--- src/shared/escape_ctrl_pkg.sv ---
// constants for the reader escape command interpreter
// assumes a 20 MHz system clock and a byte-wide command/reply stream
// How it works
// - escape frame: function byte, then read/write byte
// - version query replies header, length, version text
// - lamp write updates lamps, replies lamp state
// - bit0 red, bit1 green; read returns same
// - buzzer: 0 off, 1-FE 10ms units, FF on
// - buzzer read returns state, buzzer untouched
// - behaviour bits 0-3 enable indications and beeps
// - behaviour bit7 blinks lamp during card access
// - behaviour byte resets 8F, written and read
// - refresh mask: contact, contactless, secure module
// - contact refresh bit resets the contact card
// - configure mode 00 auto antenna off, 01 not
// - contactless parameter resets FF, written and read
// - parameter bits 0-4 enable tag type detection
// - parameter bit5 picks 250 or 500 ms polling
// - parameter bit6 requests ATS on type A activation
// - parameter bit7 enables automatic polling
// - indication lamps: red contactless, green contact card
// - beep after power-up and on card events
package escape_ctrl_pkg;
  localparam logic [7:0] OP_VERSION = 8'h18;
  localparam logic [7:0] OP_LED = 8'h29;
  localparam logic [7:0] OP_BUZZER = 8'h28;
  localparam logic [7:0] OP_BEHAV = 8'h21;
  localparam logic [7:0] OP_REFRESH = 8'h2d;
  localparam logic [7:0] OP_CONFIG = 8'h2b;
  localparam logic [7:0] OP_PICC = 8'h20;
  localparam logic [7:0] RW_READ = 8'h00;
  localparam logic [7:0] RW_WRITE = 8'h01;
  localparam logic [7:0] HDR_FIRST = 8'he1;
  localparam logic [7:0] HDR_REST = 8'h00;
  localparam logic [7:0] LEN_ONE = 8'h01;
  localparam int VER_BYTES = 20;
  localparam int VER_RSVD_BYTES = 10;
  localparam logic [7:0] LED_MASK = 8'h03;
  localparam logic [7:0] BEHAV_MASK = 8'h8f;
  localparam logic [7:0] REFRESH_MASK = 8'h07;
  localparam logic [7:0] CONFIG_MASK = 8'h01;
  localparam logic [7:0] BEHAV_RESET = 8'h8f;
  localparam logic [7:0] PICC_RESET = 8'hff;
  localparam logic [7:0] BUZZ_OFF = 8'h00;
  localparam logic [7:0] BUZZ_ON = 8'hff;
  localparam int B_ICC_IND = 0;
  localparam int B_POLL_IND = 1;
  localparam int B_PICC_IND = 2;
  localparam int B_EVT_BEEP = 3;
  localparam int B_BLINK = 7;
  localparam int P_INTERVAL = 5;
  localparam int P_AUTO_ATS = 6;
  localparam int P_AUTO_POLL = 7;
  localparam int CLK_HZ = 20_000_000;
  localparam int BUZZ_UNIT_MS = 10;
  localparam int HEARTBEAT_MS = 5000;
  localparam int POLL_FAST_MS = 250;
  localparam int POLL_SLOW_MS = 500;
  localparam int BUZZ_UNIT_CYCLES = CLK_HZ / 1000 * BUZZ_UNIT_MS;
  localparam int HEARTBEAT_CYCLES = CLK_HZ / 1000 * HEARTBEAT_MS;
  localparam int POLL_FAST_CYCLES = CLK_HZ / 1000 * POLL_FAST_MS;
  localparam int POLL_SLOW_CYCLES = CLK_HZ / 1000 * POLL_SLOW_MS;
endpackage : escape_ctrl_pkg

--- src/core/escape_ctrl.sv ---
// escape command interpreter driving lamps, buzzer and card interfaces
// assumes command and reply streams and card status inputs on i_clk
`timescale 1ns/1ps
module escape_ctrl #(
  parameter int unsigned BUZZ_UNIT = escape_ctrl_pkg::BUZZ_UNIT_CYCLES,
  parameter int unsigned HEARTBEAT = escape_ctrl_pkg::HEARTBEAT_CYCLES,
  parameter int unsigned HEART_WIDTH = 2_000_000,
  parameter int unsigned BLINK_HALF = 2_000_000,
  parameter int unsigned POLL_FAST = escape_ctrl_pkg::POLL_FAST_CYCLES,
  parameter int unsigned POLL_SLOW = escape_ctrl_pkg::POLL_SLOW_CYCLES,
  parameter logic [7:0] BEEP_UNITS = 8'h0a,
  // version text, first byte in the top bits; value is arbitrary
  parameter logic [159:0] VERSION_TEXT = {"RDR_CORE_V000", 56'h0}
) (
  input wire logic i_clk,
  input wire logic i_rst_n,
  input wire logic i_cmd_valid,
  input wire logic [7:0] i_cmd_byte,
  input wire logic i_cmd_last,
  output logic o_cmd_ready,
  output logic o_cmd_reject,
  output logic o_rsp_valid,
  output logic [7:0] o_rsp_byte,
  output logic o_rsp_last,
  input wire logic i_rsp_ready,
  input wire logic i_init_done,
  input wire logic i_card_event,
  input wire logic i_icc_active,
  input wire logic i_icc_busy,
  input wire logic i_picc_active,
  input wire logic i_picc_busy,
  input wire logic i_icc_reset_fail,
  input wire logic i_picc_a4_activated,
  output logic o_led_red,
  output logic o_led_green,
  output logic o_buzzer,
  output logic [2:0] o_refresh,
  output logic o_antenna_off,
  output logic [4:0] o_tag_enable,
  output logic o_auto_ats,
  output logic o_poll_start,
  output logic o_ats_request
);
  typedef enum logic [1:0] {ST_RX = 2'b00, ST_EXEC = 2'b01, ST_TX = 2'b10} state_t;
  state_t state;
  logic [1:0] rx_cnt;
  logic [7:0] op, rw, val;
  logic [7:0] led_byte, behav, refresh_mask, config_mode, picc_param;
  logic [7:0] buzz_units, reply_data;
  logic buzz_cont, is_version;
  logic [4:0] tx_idx;
  logic [31:0] buzz_div, heart_cnt, blink_cnt, poll_cnt;
  logic blink_phase;

  // frame decode
  wire is_write = (rw == escape_ctrl_pkg::RW_WRITE);
  wire is_read = (rw == escape_ctrl_pkg::RW_READ);
  wire known_op = (op == escape_ctrl_pkg::OP_LED) || (op == escape_ctrl_pkg::OP_BUZZER)
    || (op == escape_ctrl_pkg::OP_BEHAV) || (op == escape_ctrl_pkg::OP_REFRESH)
    || (op == escape_ctrl_pkg::OP_CONFIG) || (op == escape_ctrl_pkg::OP_PICC);
  wire op_version = (op == escape_ctrl_pkg::OP_VERSION);
  wire frame_ok = (rx_cnt == 2'd2 && is_read && (known_op || op_version))
    || (rx_cnt == 2'd3 && is_write && known_op);
  wire do_wr = (state == ST_EXEC) && frame_ok && is_write;
  wire wr_led = do_wr && op == escape_ctrl_pkg::OP_LED;
  wire wr_buzz = do_wr && op == escape_ctrl_pkg::OP_BUZZER;
  wire wr_behav = do_wr && op == escape_ctrl_pkg::OP_BEHAV;
  wire wr_refresh = do_wr && op == escape_ctrl_pkg::OP_REFRESH;
  wire wr_config = do_wr && op == escape_ctrl_pkg::OP_CONFIG;
  wire wr_picc = do_wr && op == escape_ctrl_pkg::OP_PICC;

  // reserved bits are dropped on the way in, so they read back as zero
  wire [7:0] led_in = val & escape_ctrl_pkg::LED_MASK;
  wire [7:0] behav_in = val & escape_ctrl_pkg::BEHAV_MASK;
  wire [7:0] refresh_in = val & escape_ctrl_pkg::REFRESH_MASK;
  wire [7:0] config_in = val & escape_ctrl_pkg::CONFIG_MASK;
  wire [7:0] buzz_state = buzz_cont ? escape_ctrl_pkg::BUZZ_ON : buzz_units;
  wire [7:0] buzz_after = (val == escape_ctrl_pkg::BUZZ_OFF) ? escape_ctrl_pkg::BUZZ_OFF : val;

  // reply payload byte reflects the value as stored after a write
  wire [7:0] next_reply =
      (op == escape_ctrl_pkg::OP_LED) ? (is_write ? led_in : led_byte) :
      (op == escape_ctrl_pkg::OP_BUZZER) ? (is_write ? buzz_after : buzz_state) :
      (op == escape_ctrl_pkg::OP_BEHAV) ? (is_write ? behav_in : behav) :
      (op == escape_ctrl_pkg::OP_REFRESH) ? (is_write ? refresh_in : refresh_mask) :
      (op == escape_ctrl_pkg::OP_CONFIG) ? (is_write ? config_in : config_mode) :
      (is_write ? val : picc_param);

  // reply stream: E1 00 00 00, length, payload
  wire [4:0] tx_last = is_version ? 5'(4 + escape_ctrl_pkg::VER_BYTES) : 5'd5;
  wire [4:0] tx_next = tx_idx + 5'd1;
  wire [4:0] ver_idx = tx_next - 5'd5;
  wire [7:0] ver_byte = VERSION_TEXT[8'(159 - 8 * ver_idx) -: 8];
  wire [7:0] len_byte = is_version ? 8'(escape_ctrl_pkg::VER_BYTES) : escape_ctrl_pkg::LEN_ONE;
  wire [7:0] next_tx_byte = (tx_next < 5'd4) ? escape_ctrl_pkg::HDR_REST :
    (tx_next == 5'd4) ? len_byte : (is_version ? ver_byte : reply_data);

  assign o_cmd_ready = (state == ST_RX);
  assign o_rsp_valid = (state == ST_TX);
  assign o_rsp_last = (state == ST_TX) && (tx_idx == tx_last);

  always_ff @(posedge i_clk) begin
    if (!i_rst_n) begin
      state <= ST_RX;
      rx_cnt <= 2'd0;
      op <= 8'h00;
      rw <= 8'h00;
      val <= 8'h00;
      tx_idx <= 5'd0;
      o_rsp_byte <= 8'h00;
      o_cmd_reject <= 1'b0;
      reply_data <= 8'h00;
      is_version <= 1'b0;
    end else begin
      o_cmd_reject <= 1'b0;
      case (state)
        ST_RX: begin
          if (i_cmd_valid) begin
            if (rx_cnt == 2'd0) op <= i_cmd_byte;
            if (rx_cnt == 2'd1) rw <= i_cmd_byte;
            if (rx_cnt == 2'd2) val <= i_cmd_byte;
            if (rx_cnt != 2'd3) rx_cnt <= rx_cnt + 2'd1;
            if (i_cmd_last) state <= ST_EXEC;
          end
        end
        ST_EXEC: begin
          rx_cnt <= 2'd0;
          reply_data <= next_reply;
          is_version <= op_version;
          tx_idx <= 5'd0;
          o_rsp_byte <= escape_ctrl_pkg::HDR_FIRST;
          o_cmd_reject <= !frame_ok;
          state <= frame_ok ? ST_TX : ST_RX;
        end
        ST_TX: begin
          if (i_rsp_ready) begin
            tx_idx <= tx_next;
            o_rsp_byte <= next_tx_byte;
            if (o_rsp_last) state <= ST_RX;
          end
        end
        default: state <= ST_RX;
      endcase
    end
  end

  // stored control bytes
  always_ff @(posedge i_clk) begin
    if (!i_rst_n) begin
      led_byte <= 8'h00;
      behav <= escape_ctrl_pkg::BEHAV_RESET;
      refresh_mask <= 8'h00;
      config_mode <= 8'h00;
      picc_param <= escape_ctrl_pkg::PICC_RESET;
      o_refresh <= 3'b000;
    end else begin
      if (wr_led) led_byte <= led_in;
      if (wr_behav) behav <= behav_in;
      if (wr_refresh) refresh_mask <= refresh_in;
      if (wr_config) config_mode <= config_in;
      if (wr_picc) picc_param <= val;
      // bit 0 of this pulse is the contact card reset
      o_refresh <= wr_refresh ? refresh_in[2:0] : 3'b000;
    end
  end

  // buzzer: a unit divider restarts on every new duration
  wire buzz_tick = (buzz_div == 32'(BUZZ_UNIT - 1));
  wire auto_beep = i_init_done || (i_card_event && behav[escape_ctrl_pkg::B_EVT_BEEP]);
  wire beep_load = auto_beep && !buzz_cont && buzz_units == 8'h00;
  always_ff @(posedge i_clk) begin
    if (!i_rst_n) begin
      buzz_units <= 8'h00;
      buzz_cont <= 1'b0;
      buzz_div <= 32'd0;
    end else if (wr_buzz) begin
      buzz_cont <= (val == escape_ctrl_pkg::BUZZ_ON);
      buzz_units <= (val == escape_ctrl_pkg::BUZZ_ON) ? 8'h00 : val;
      buzz_div <= 32'd0;
    end else if (beep_load) begin
      buzz_units <= BEEP_UNITS;
      buzz_div <= 32'd0;
    end else begin
      buzz_div <= buzz_tick ? 32'd0 : buzz_div + 32'd1;
      if (buzz_tick && buzz_units != 8'h00) buzz_units <= buzz_units - 8'h01;
    end
  end
  assign o_buzzer = buzz_cont || (buzz_units != 8'h00);

  // lamp timing: heartbeat for the idle contactless lamp, blink while busy
  always_ff @(posedge i_clk) begin
    if (!i_rst_n) begin
      heart_cnt <= 32'd0;
      blink_cnt <= 32'd0;
      blink_phase <= 1'b0;
    end else begin
      heart_cnt <= (heart_cnt == 32'(HEARTBEAT - 1)) ? 32'd0 : heart_cnt + 32'd1;
      blink_cnt <= (blink_cnt == 32'(BLINK_HALF - 1)) ? 32'd0 : blink_cnt + 32'd1;
      if (blink_cnt == 32'(BLINK_HALF - 1)) blink_phase <= !blink_phase;
    end
  end
  wire heart_on = (heart_cnt < 32'(HEART_WIDTH));
  wire blink_en = behav[escape_ctrl_pkg::B_BLINK];
  wire red_auto = i_picc_active
    ? (behav[escape_ctrl_pkg::B_PICC_IND] && (!(blink_en && i_picc_busy) || blink_phase))
    : (behav[escape_ctrl_pkg::B_POLL_IND] && heart_on);
  wire green_auto = i_icc_active && behav[escape_ctrl_pkg::B_ICC_IND]
    && (!(blink_en && i_icc_busy) || blink_phase);
  always_ff @(posedge i_clk) begin
    if (!i_rst_n) begin
      o_led_red <= 1'b0;
      o_led_green <= 1'b0;
    end else begin
      o_led_red <= led_byte[0] || red_auto;
      o_led_green <= led_byte[1] || green_auto;
    end
  end

  // contactless polling pacing
  wire [31:0] poll_period = picc_param[escape_ctrl_pkg::P_INTERVAL] ? 32'(POLL_FAST) : 32'(POLL_SLOW);
  wire poll_en = picc_param[escape_ctrl_pkg::P_AUTO_POLL];
  always_ff @(posedge i_clk) begin
    if (!i_rst_n) begin
      poll_cnt <= 32'd0;
      o_poll_start <= 1'b0;
      o_ats_request <= 1'b0;
      o_antenna_off <= 1'b0;
    end else begin
      o_poll_start <= poll_en && (poll_cnt >= poll_period - 32'd1);
      poll_cnt <= (!poll_en || poll_cnt >= poll_period - 32'd1) ? 32'd0 : poll_cnt + 32'd1;
      o_ats_request <= picc_param[escape_ctrl_pkg::P_AUTO_ATS] && i_picc_a4_activated;
      o_antenna_off <= (config_mode == 8'h00) && i_icc_reset_fail;
    end
  end
  assign o_tag_enable = picc_param[4:0];
  assign o_auto_ats = picc_param[escape_ctrl_pkg::P_AUTO_ATS];

  a_rw_reject: assert property (@(posedge i_clk) disable iff (!i_rst_n)
    state == ST_EXEC && !frame_ok |=> o_cmd_reject && state == ST_RX && $stable(led_byte) && $stable(behav))
    else $error("bad frame not rejected");
  a_led_write: assert property (@(posedge i_clk) disable iff (!i_rst_n)
    wr_led |=> led_byte == ($past(val) & 8'h03) ##1 o_led_red == led_byte[0] || led_byte[0] == 1'b0)
    else $error("lamp write lost");
  a_reply_header: assert property (@(posedge i_clk) disable iff (!i_rst_n)
    state == ST_EXEC && frame_ok |=> o_rsp_valid && o_rsp_byte == 8'he1)
    else $error("reply header wrong");
  a_buzz_cont: assert property (@(posedge i_clk) disable iff (!i_rst_n)
    wr_buzz && val == 8'hff |=> o_buzzer [*3])
    else $error("continuous buzz not held");
  a_buzz_off: assert property (@(posedge i_clk) disable iff (!i_rst_n)
    wr_buzz && val == 8'h00 && !auto_beep |=> !o_buzzer)
    else $error("buzzer not silenced");
  a_buzz_read: assert property (@(posedge i_clk) disable iff (!i_rst_n)
    state == ST_EXEC && frame_ok && op == 8'h28 && is_read |=> reply_data == $past(buzz_state))
    else $error("buzzer read wrong");
  a_refresh_icc: assert property (@(posedge i_clk) disable iff (!i_rst_n)
    wr_refresh && val[0] |=> o_refresh[0] ##1 !o_refresh[0])
    else $error("contact reset pulse wrong");
  a_antenna_off: assert property (@(posedge i_clk) disable iff (!i_rst_n)
    config_mode == 8'h01 |=> !o_antenna_off)
    else $error("antenna off in manual mode");
  a_poll_off: assert property (@(posedge i_clk) disable iff (!i_rst_n)
    !poll_en && !$past(poll_en) |-> !o_poll_start)
    else $error("poll without enable");
  a_behav_mask: assert property (@(posedge i_clk) disable iff (!i_rst_n)
    (behav & 8'h70) == 8'h00 && (led_byte & 8'hfc) == 8'h00)
    else $error("reserved bits stored");
  a_ats_req: assert property (@(posedge i_clk) disable iff (!i_rst_n)
    i_picc_a4_activated && picc_param[6] && $stable(picc_param) |=> o_ats_request)
    else $error("ATS request missing");
endmodule : escape_ctrl

--- config.mk ---
export PLATFORM = sky130hd
export DESIGN_NAME = escape_ctrl
export DESIGN_NICKNAME = d
export VERILOG_FILES = /design/src/shared/escape_ctrl_pkg.sv /design/src/core/escape_ctrl.sv
export SDC_FILE = /design/constraint.sdc
export NUM_CORES = 1
export LEC_CHECK = 0
export BUFFER_PORTS_ARGS = -buffer_cell sky130_fd_sc_hd__buf_4
export CAP_MARGIN = 10
export CORE_MARGIN = 8
export CORE_UTILIZATION = 55
export DETAILED_ROUTE_END_ITERATION = 6
export GPL_TIMING_DRIVEN = 0
export PLACE_DENSITY = 0.72
export SYNTH_ARGS = -nofsm -noshare
export SYNTH_HDL_FRONTEND = slang
export SYNTH_SLANG_ARGS = --single-unit
--- constraint.sdc ---
create_clock -name i_clk -period 3.9 [get_ports i_clk]
set_input_delay 0.585 -clock i_clk [delete_from_list [all_inputs] [get_ports i_clk]]
set_output_delay 0.585 -clock i_clk [all_outputs]
set_load 0.1 [all_outputs]
# --- Word level (Yosys, flattened, before mapping) ---
# Cells that the tools add are included.
totals:
  ff_bits: 216
  input_bits: 21
  wordCells: 173
op_classes:
  eq_ne: 25
  mux: 37
  addsub: 10
  shift: 1
  n_bitwise: 1
  n_reduce_logical: 68
  n_lt_le_gt_ge: 3
ops:
  columns: ["op", "count"]
  rows:
  - ["indexed part select 167 x 9 -> 8 bit (first input constant)", 1]
  - ["two-way mux 8 bit", 18]
  - ["adder 32 x 1 -> 32 bit (second input constant)", 4]
  - ["equality test 8 x 6 -> 1 bit (second input constant)", 6]
  - ["equality test 32 x 18 -> 1 bit (second input constant)", 1]
  - ["equality test 32 x 21 -> 1 bit (second input constant)", 1]
  - ["equality test 32 x 27 -> 1 bit (second input constant)", 1]
  - ["greater-or-equal comparator 32 bit", 1]
  - ["logical NOT 8 bit", 4]
  - ["< comparator 32 x 21 -> 1 bit (second input constant)", 1]
  - ["logical AND 1 bit", 26]
  - ["subtractor 24 x 1 -> 25 bit (second input constant)", 1]
  - ["two-way mux 24 bit", 1]
  - ["two-way mux 2 bit", 8]
  - ["case mux 8 bit (2 select lines)", 1]
  - ["two-way mux 5 bit", 3]
  - ["logical OR 1 bit", 14]
  - ["AND reduction 3 bit", 4]
  - ["case mux 5 bit (2 select lines)", 1]
  - ["equality test 8 x 1 -> 1 bit (second input constant)", 1]
  - ["equality test 8 x 5 -> 1 bit (second input constant)", 1]
  - ["equality test 8 bit (second input constant)", 1]
  - ["nonzero test 8 bit", 1]
  - ["subtractor 8 x 1 -> 8 bit (second input constant)", 1]
  - ["24 further kinds", 43]

# --- Depth between registers and ports, before layout ---
logic_depth:
  depth_word: 13
  depth_mapped: 14
  depth_no_buf: 13

# --- Least setup slack after synthesis ---
# Ideal clock, no wire load.
synth_path:
  kind: "register -> register"
  from: "reg tx_idx[0]"
  to: "reg o_rsp_byte[4]"
  path_slack_ns: 0.342
  synth_period_minus_slack_ns: 3.558
  path_stages_with_launch: 15
  arrival_ns: 3.483
  setup_time_ns: 0.076
  n_path_buf: 1
  path_cell_list: "dfxtp_1 clkbuf_1 inv_1 ha_1 and4_1 o21ai_0 o21ai_0 xnor2_1 ha_1 xor2_1 xnor2_1 xor2_1 or4_1 a311o_1 a21boi_0"
synth_via:
  elab_chain_cells: 9
  word_cells_on_any_way: 11
  classes_between: "add/sub: 3; order compare: 1; eq/ne: 1; shift: 1; mux: 5"
synth_rtl:
  columns: ["element", "line_no", "text"]
  rows:
  - ["start, declared", "escape_ctrl.sv:51", "logic [4:0] tx_idx;"]
  - ["start signal, assigned", "escape_ctrl.sv:137", "tx_idx <= tx_next;"]
  - ["adder 5 x 1 -> 5 bit (*)", "escape_ctrl.sv:91", "wire [4:0] tx_next = tx_idx + 5'd1;"]
  - ["subtractor 5 x 3 -> 5 bit", "escape_ctrl.sv:92", "wire [4:0] ver_idx = tx_next - 5'd5;"]
  - ["subtractor 8 bit", "escape_ctrl.sv:93", "wire [7:0] ver_byte = VERSION_TEXT[8'(159 - 8 * ver_idx) -: 8];"]
  - ["indexed part select 167 x 9 -> 8 bit", "escape_ctrl.sv:93", null]
  - ["two-way mux 8 bit (2 in series)", "escape_ctrl.sv:96", "(tx_next == 5'd4) ? len_byte : (is_version ? ver_byte : reply_data);"]
  - ["two-way mux 8 bit (*)", "escape_ctrl.sv:95", "wire [7:0] next_tx_byte = (tx_next < 5'd4) ? escape_ctrl_pkg::HDR_REST :"]
  - ["two-way mux 8 bit (*)", "escape_ctrl.sv:136", "if (i_rsp_ready) begin"]
  - ["case mux 8 bit (2 select lines) (*)", "escape_ctrl.sv:116", "case (state)"]
  - ["end signal, assigned", "escape_ctrl.sv:131", "o_rsp_byte <= escape_ctrl_pkg::HDR_FIRST;"]
  - ["end signal, assigned", "escape_ctrl.sv:138", "o_rsp_byte <= next_tx_byte;"]
  - ["end, declared", "escape_ctrl.sv:23", "output logic [7:0] o_rsp_byte,"]
# Every way passes the cells marked *; elsewhere a longest branch is shown, timed or not. The select of a mux whose other input is x is not followed.
# A chain may end at the register's enable or synchronous reset.

# --- Worst setup path in the final report ---
layout_path:
  from: "reg tx_idx[1]"
  to: "reg o_rsp_byte[4]"
# The elaborated chain is that of the path after synthesis.

==> results.json <==
{
  "globalRouteOverflowTotal": 0,
  "cp_slowest_cell": "or4_1",
  "timing.rr.start": "tx_idx[1]",
  "cp.arrival_ns": 4.15,
  "synthTopCellsByCount": "216 x dfxtp_1, 157 x nor2_1, 129 x nand2_1, 79 x nand3_1, 77 x xor2_1",
  "syn_area_sq_um": 10520,
  "grt_pass1_wl_microns": 41340,
  "maxSlewHeadroom_pct": 33.39,
  "rsz0062_at_grt": "no",
  "hold_buffers": 0,
  "clkTransAtPathRegs_ns": 0.06,
  "worst_pin_slew_ns": 0.9900,
  "grt_use_total_pct": 20.62,
  "clk_path_buf_depth": 3,
  "dpl.cell_count": 1526,
  "htree_levels": 1,
  "cell_internal_pwr_uw": 3763,
  "rows": 50,
  "hp-class": "input port to register",
  "core_area_sq_um": 18770,
  "drv_slew": 0,
  "r2r_cells": 14,
  "yosysTopAreaCellShare_pct": 41.09,
  "synth_top_area_cell": "dfxtp_1",
  "die_height_microns": 154.3,
  "clk_latency_ns": 0.51,
  "die_x_microns": 154.3,
  "drc_errors": 0,
  "path_class": "register to register",
  "p_switching_uw": 1431,
  "via_per_inst": 5.651,
  "synth_cells": 1240,
  "synth_flop_cell": "dfxtp_1",
  "synth_edf_count": 0,
  "nNetsFinal": 1367,
  "crit_path_end_kind": "register",
  "pwr-share-clk_pct": 40.3,
  "status": "finished, final reports clean",
  "start_util_pct": 56.07,
  "hold_viol": 0,
  "synth_seq_area_share_pct": 41.09,
  "async_flop_share_pct": 0,
  "syn_to_final_growth_pct": 13.54,
  "cts-buffers-inserted": 23,
  "finalWirelength_microns": 24930,
  "port-buffer-count": 46,
  "final_core_util_pct": 63.66,
  "cts_sinks": 216,
  "hpwl_microns": 18300,
  "antenna_found_initial": 0,
  "vias": 8860,
  "cts_tree": "built",
  "reg2reg_slack_ns": 0.19,
  "setup_viol": 0,
  "grt_pass1_vias": 8337,
  "die-area_sq_um": 23810,
  "drive_gt1_share_pct": 8.996,
  "cap_violations": 0,
  "synth.most_common_cell": "dfxtp_1",
  "startpoint_type": "register",
  "p_comb_share_pct": 14.3,
  "antennaDiodeCount": 0,
  "power.density_nw_per_um2": 434.7,
  "cp.required_ns": 4.34,
  "worstHoldStart": "i_picc_a4_activated",
  "place.gp.congestion": 0.9336,
  "seqPwrFrac_pct": 45.4,
  "swShare_pct": 27.55,
  "crit_chain": "buf_2 > inv_1 > ha_1 > and4_1 > o21ai_0 > o21ai_0 > xnor2_1 > ha_1 > xor2_1 > xnor2_2 > xor2_4 > or4_1 > a311o_1 > a21boi_0",
  "ys_warn_count": 0,
  "p_leak_uw": 0.004471,
  "clock_tree.root_cell": "clkbuf_16",
  "post-route-period-util_pct": 95.25,
  "ant_nets": 0,
  "yosys_register_bits": 216,
  "grt_max_degree": 14,
  "wire_per_inst_microns": 15.90,
  "final_cells": 1568,
  "hold_depth": 2,
  "drt-initial-drc-count": 467,
  "ioPinCount": 48,
  "period_minus_slack_ns": 3.715,
  "peakVddDrop_mv": 0.4325,
  "reg2reg_to": "o_rsp_byte[4]",
  "synth.area.top_cells": "dfxtp_1 41%, xor2_1 6.4%, nor2_1 5.6%",
  "whs_endpoint": "o_ats_request",
  "fin_skew_ns": 0.01548,
  "dr.pass1.iters": 5,
  "p_total_uw": 5193,
  "yosysUniqueCellTypes": 75,
  "worstPathMaxFanout": 10,
  "avgSynthCellArea_sq_um": 8.486,
  "clock.fmax_mhz": 269.2,
  "finalSetupTns_ns": 0,
  "slowest_delay_ns": 0.44
}
==> routing by layer <==
layer	global-route usage [%]	part of all wire [%]	vias up
li1	-	-	4474
met1	28.40	48	4157
met2	32.71	45	196
met3	3.734	5.6	33
met4	5.226	2.0	0
met5	0	0	-
==> cells in the final DEF, fill, tap and decap left out, drive strengths merged, types with 8 or more instances in the layout <==
master,instances
dfxtp,216
nand2,129
a21boi,28
nor2b,31
buf,64
nand2b,8
a21oi,19
a211oi,12
o21ai,27
xnor2,46
nor2,157
nor3,49
and3,41
nand3,79
clkinv,8
nand4,30
clkbuf,75
mux2i,30
inv,25
and4,10
nor4,21
ha,28
xor2,77
and2,22
==> kinds of logic after synthesis <==
logic type | Yosys count | share of synthesized area (%)
AO/OA/AOI/OAI | 149 | 10.07
XOR/XNOR | 123 | 10.24
adder cells (fa/ha/maj) | 28 | 3.329
buffers and inverters | 85 | 3.460
flip-flops | 216 | 41.09
multiplexers | 31 | 2.961
other | 1 | 0.03564
AND/OR/NAND/NOR | 607 | 28.81
==> final cells by class <==
type | instances | area (sq um)
Buffer | 60 | 274.0
Clock buffer | 32 | 649.4
Clock inverter | 9 | 73.82
Fill cell | 1694 | 6820
Inverter | 25 | 93.84
Multi-Input combinational cell | 945 | 5886
Sequential cell | 216 | 4325
Tap cell | 234 | 292.8
Timing Repair Buffer | 47 | 352.8
==> sequential cells by signal, indices dropped and copies added, names as in the netlist, 32 cells and up <==
signal,count
poll_cnt,32
buzz_div,32
blink_cnt,32
heart_cnt,32
==> worst max-delay path, delay by kind of cell, from the launching register on <==
family / cells / cell delay (ns)
AO/OA/AOI/OAI: 4 / 0.85
XOR/XNOR: 4 / 0.85
AND/OR/NAND/NOR: 2 / 0.66
adder cells (fa/ha/maj): 2 / 0.57
flip-flops: 1 / 0.39
buffers and inverters: 2 / 0.33
==> power by group through the flow <==
| stage | Sequential (uW) | Combinational [uW] | Clock [uW] |
|---|---|---|---|
| floorplan | 2420 | 536 | 0 |
| global placement | 2400 | 732 | 0 |
| detailed placement | 2400 | 738 | 0 |
| CTS | 2360 | 740 | 2130 |
| global route | 2370 | 816 | 2230 |
| finish | 2360 | 743 | 2090 |
==> stage by stage <==
step	area (sq um)	setup WS [ns]	hold WS (ns)
2_1_floorplan	10550	0.3417	0.4090
3_3_place_gp	11180	-0.3938	0.4285
3_5_place_dp	11180	-0.3542	0.4334
4_1_cts	11920	0.01805	0.3220
5_1_grt	11950	0.01508	0.3171
6_report	11950	0.1854	0.3311
==> repair_timing <==
| item | 4_1_cts | 5_1_grt |
|---|---|---|
| pin swaps | 0 | 1 |
| resized for setup | 3 | 6 |
| setup buffers | 0 | 1 |
| setup endpoints to repair | 7 | 4 |
==> how the worst max path moves through the flow <==
stage               from       endpoint  slack, ns  cells after the start
2_1_floorplan  tx_idx[0]  o_rsp_byte[4]       0.34                     14
3_3_place_gp   tx_idx[0]  o_rsp_byte[4]      -0.39                     14
3_5_place_dp   tx_idx[0]  o_rsp_byte[4]      -0.35                     14
4_1_cts        tx_idx[0]  o_rsp_byte[4]       0.02                     14
5_1_grt        tx_idx[1]  o_rsp_byte[4]       0.02                     14
6_report       tx_idx[1]  o_rsp_byte[4]       0.19                     14
(Power assumes the default switching activity.)
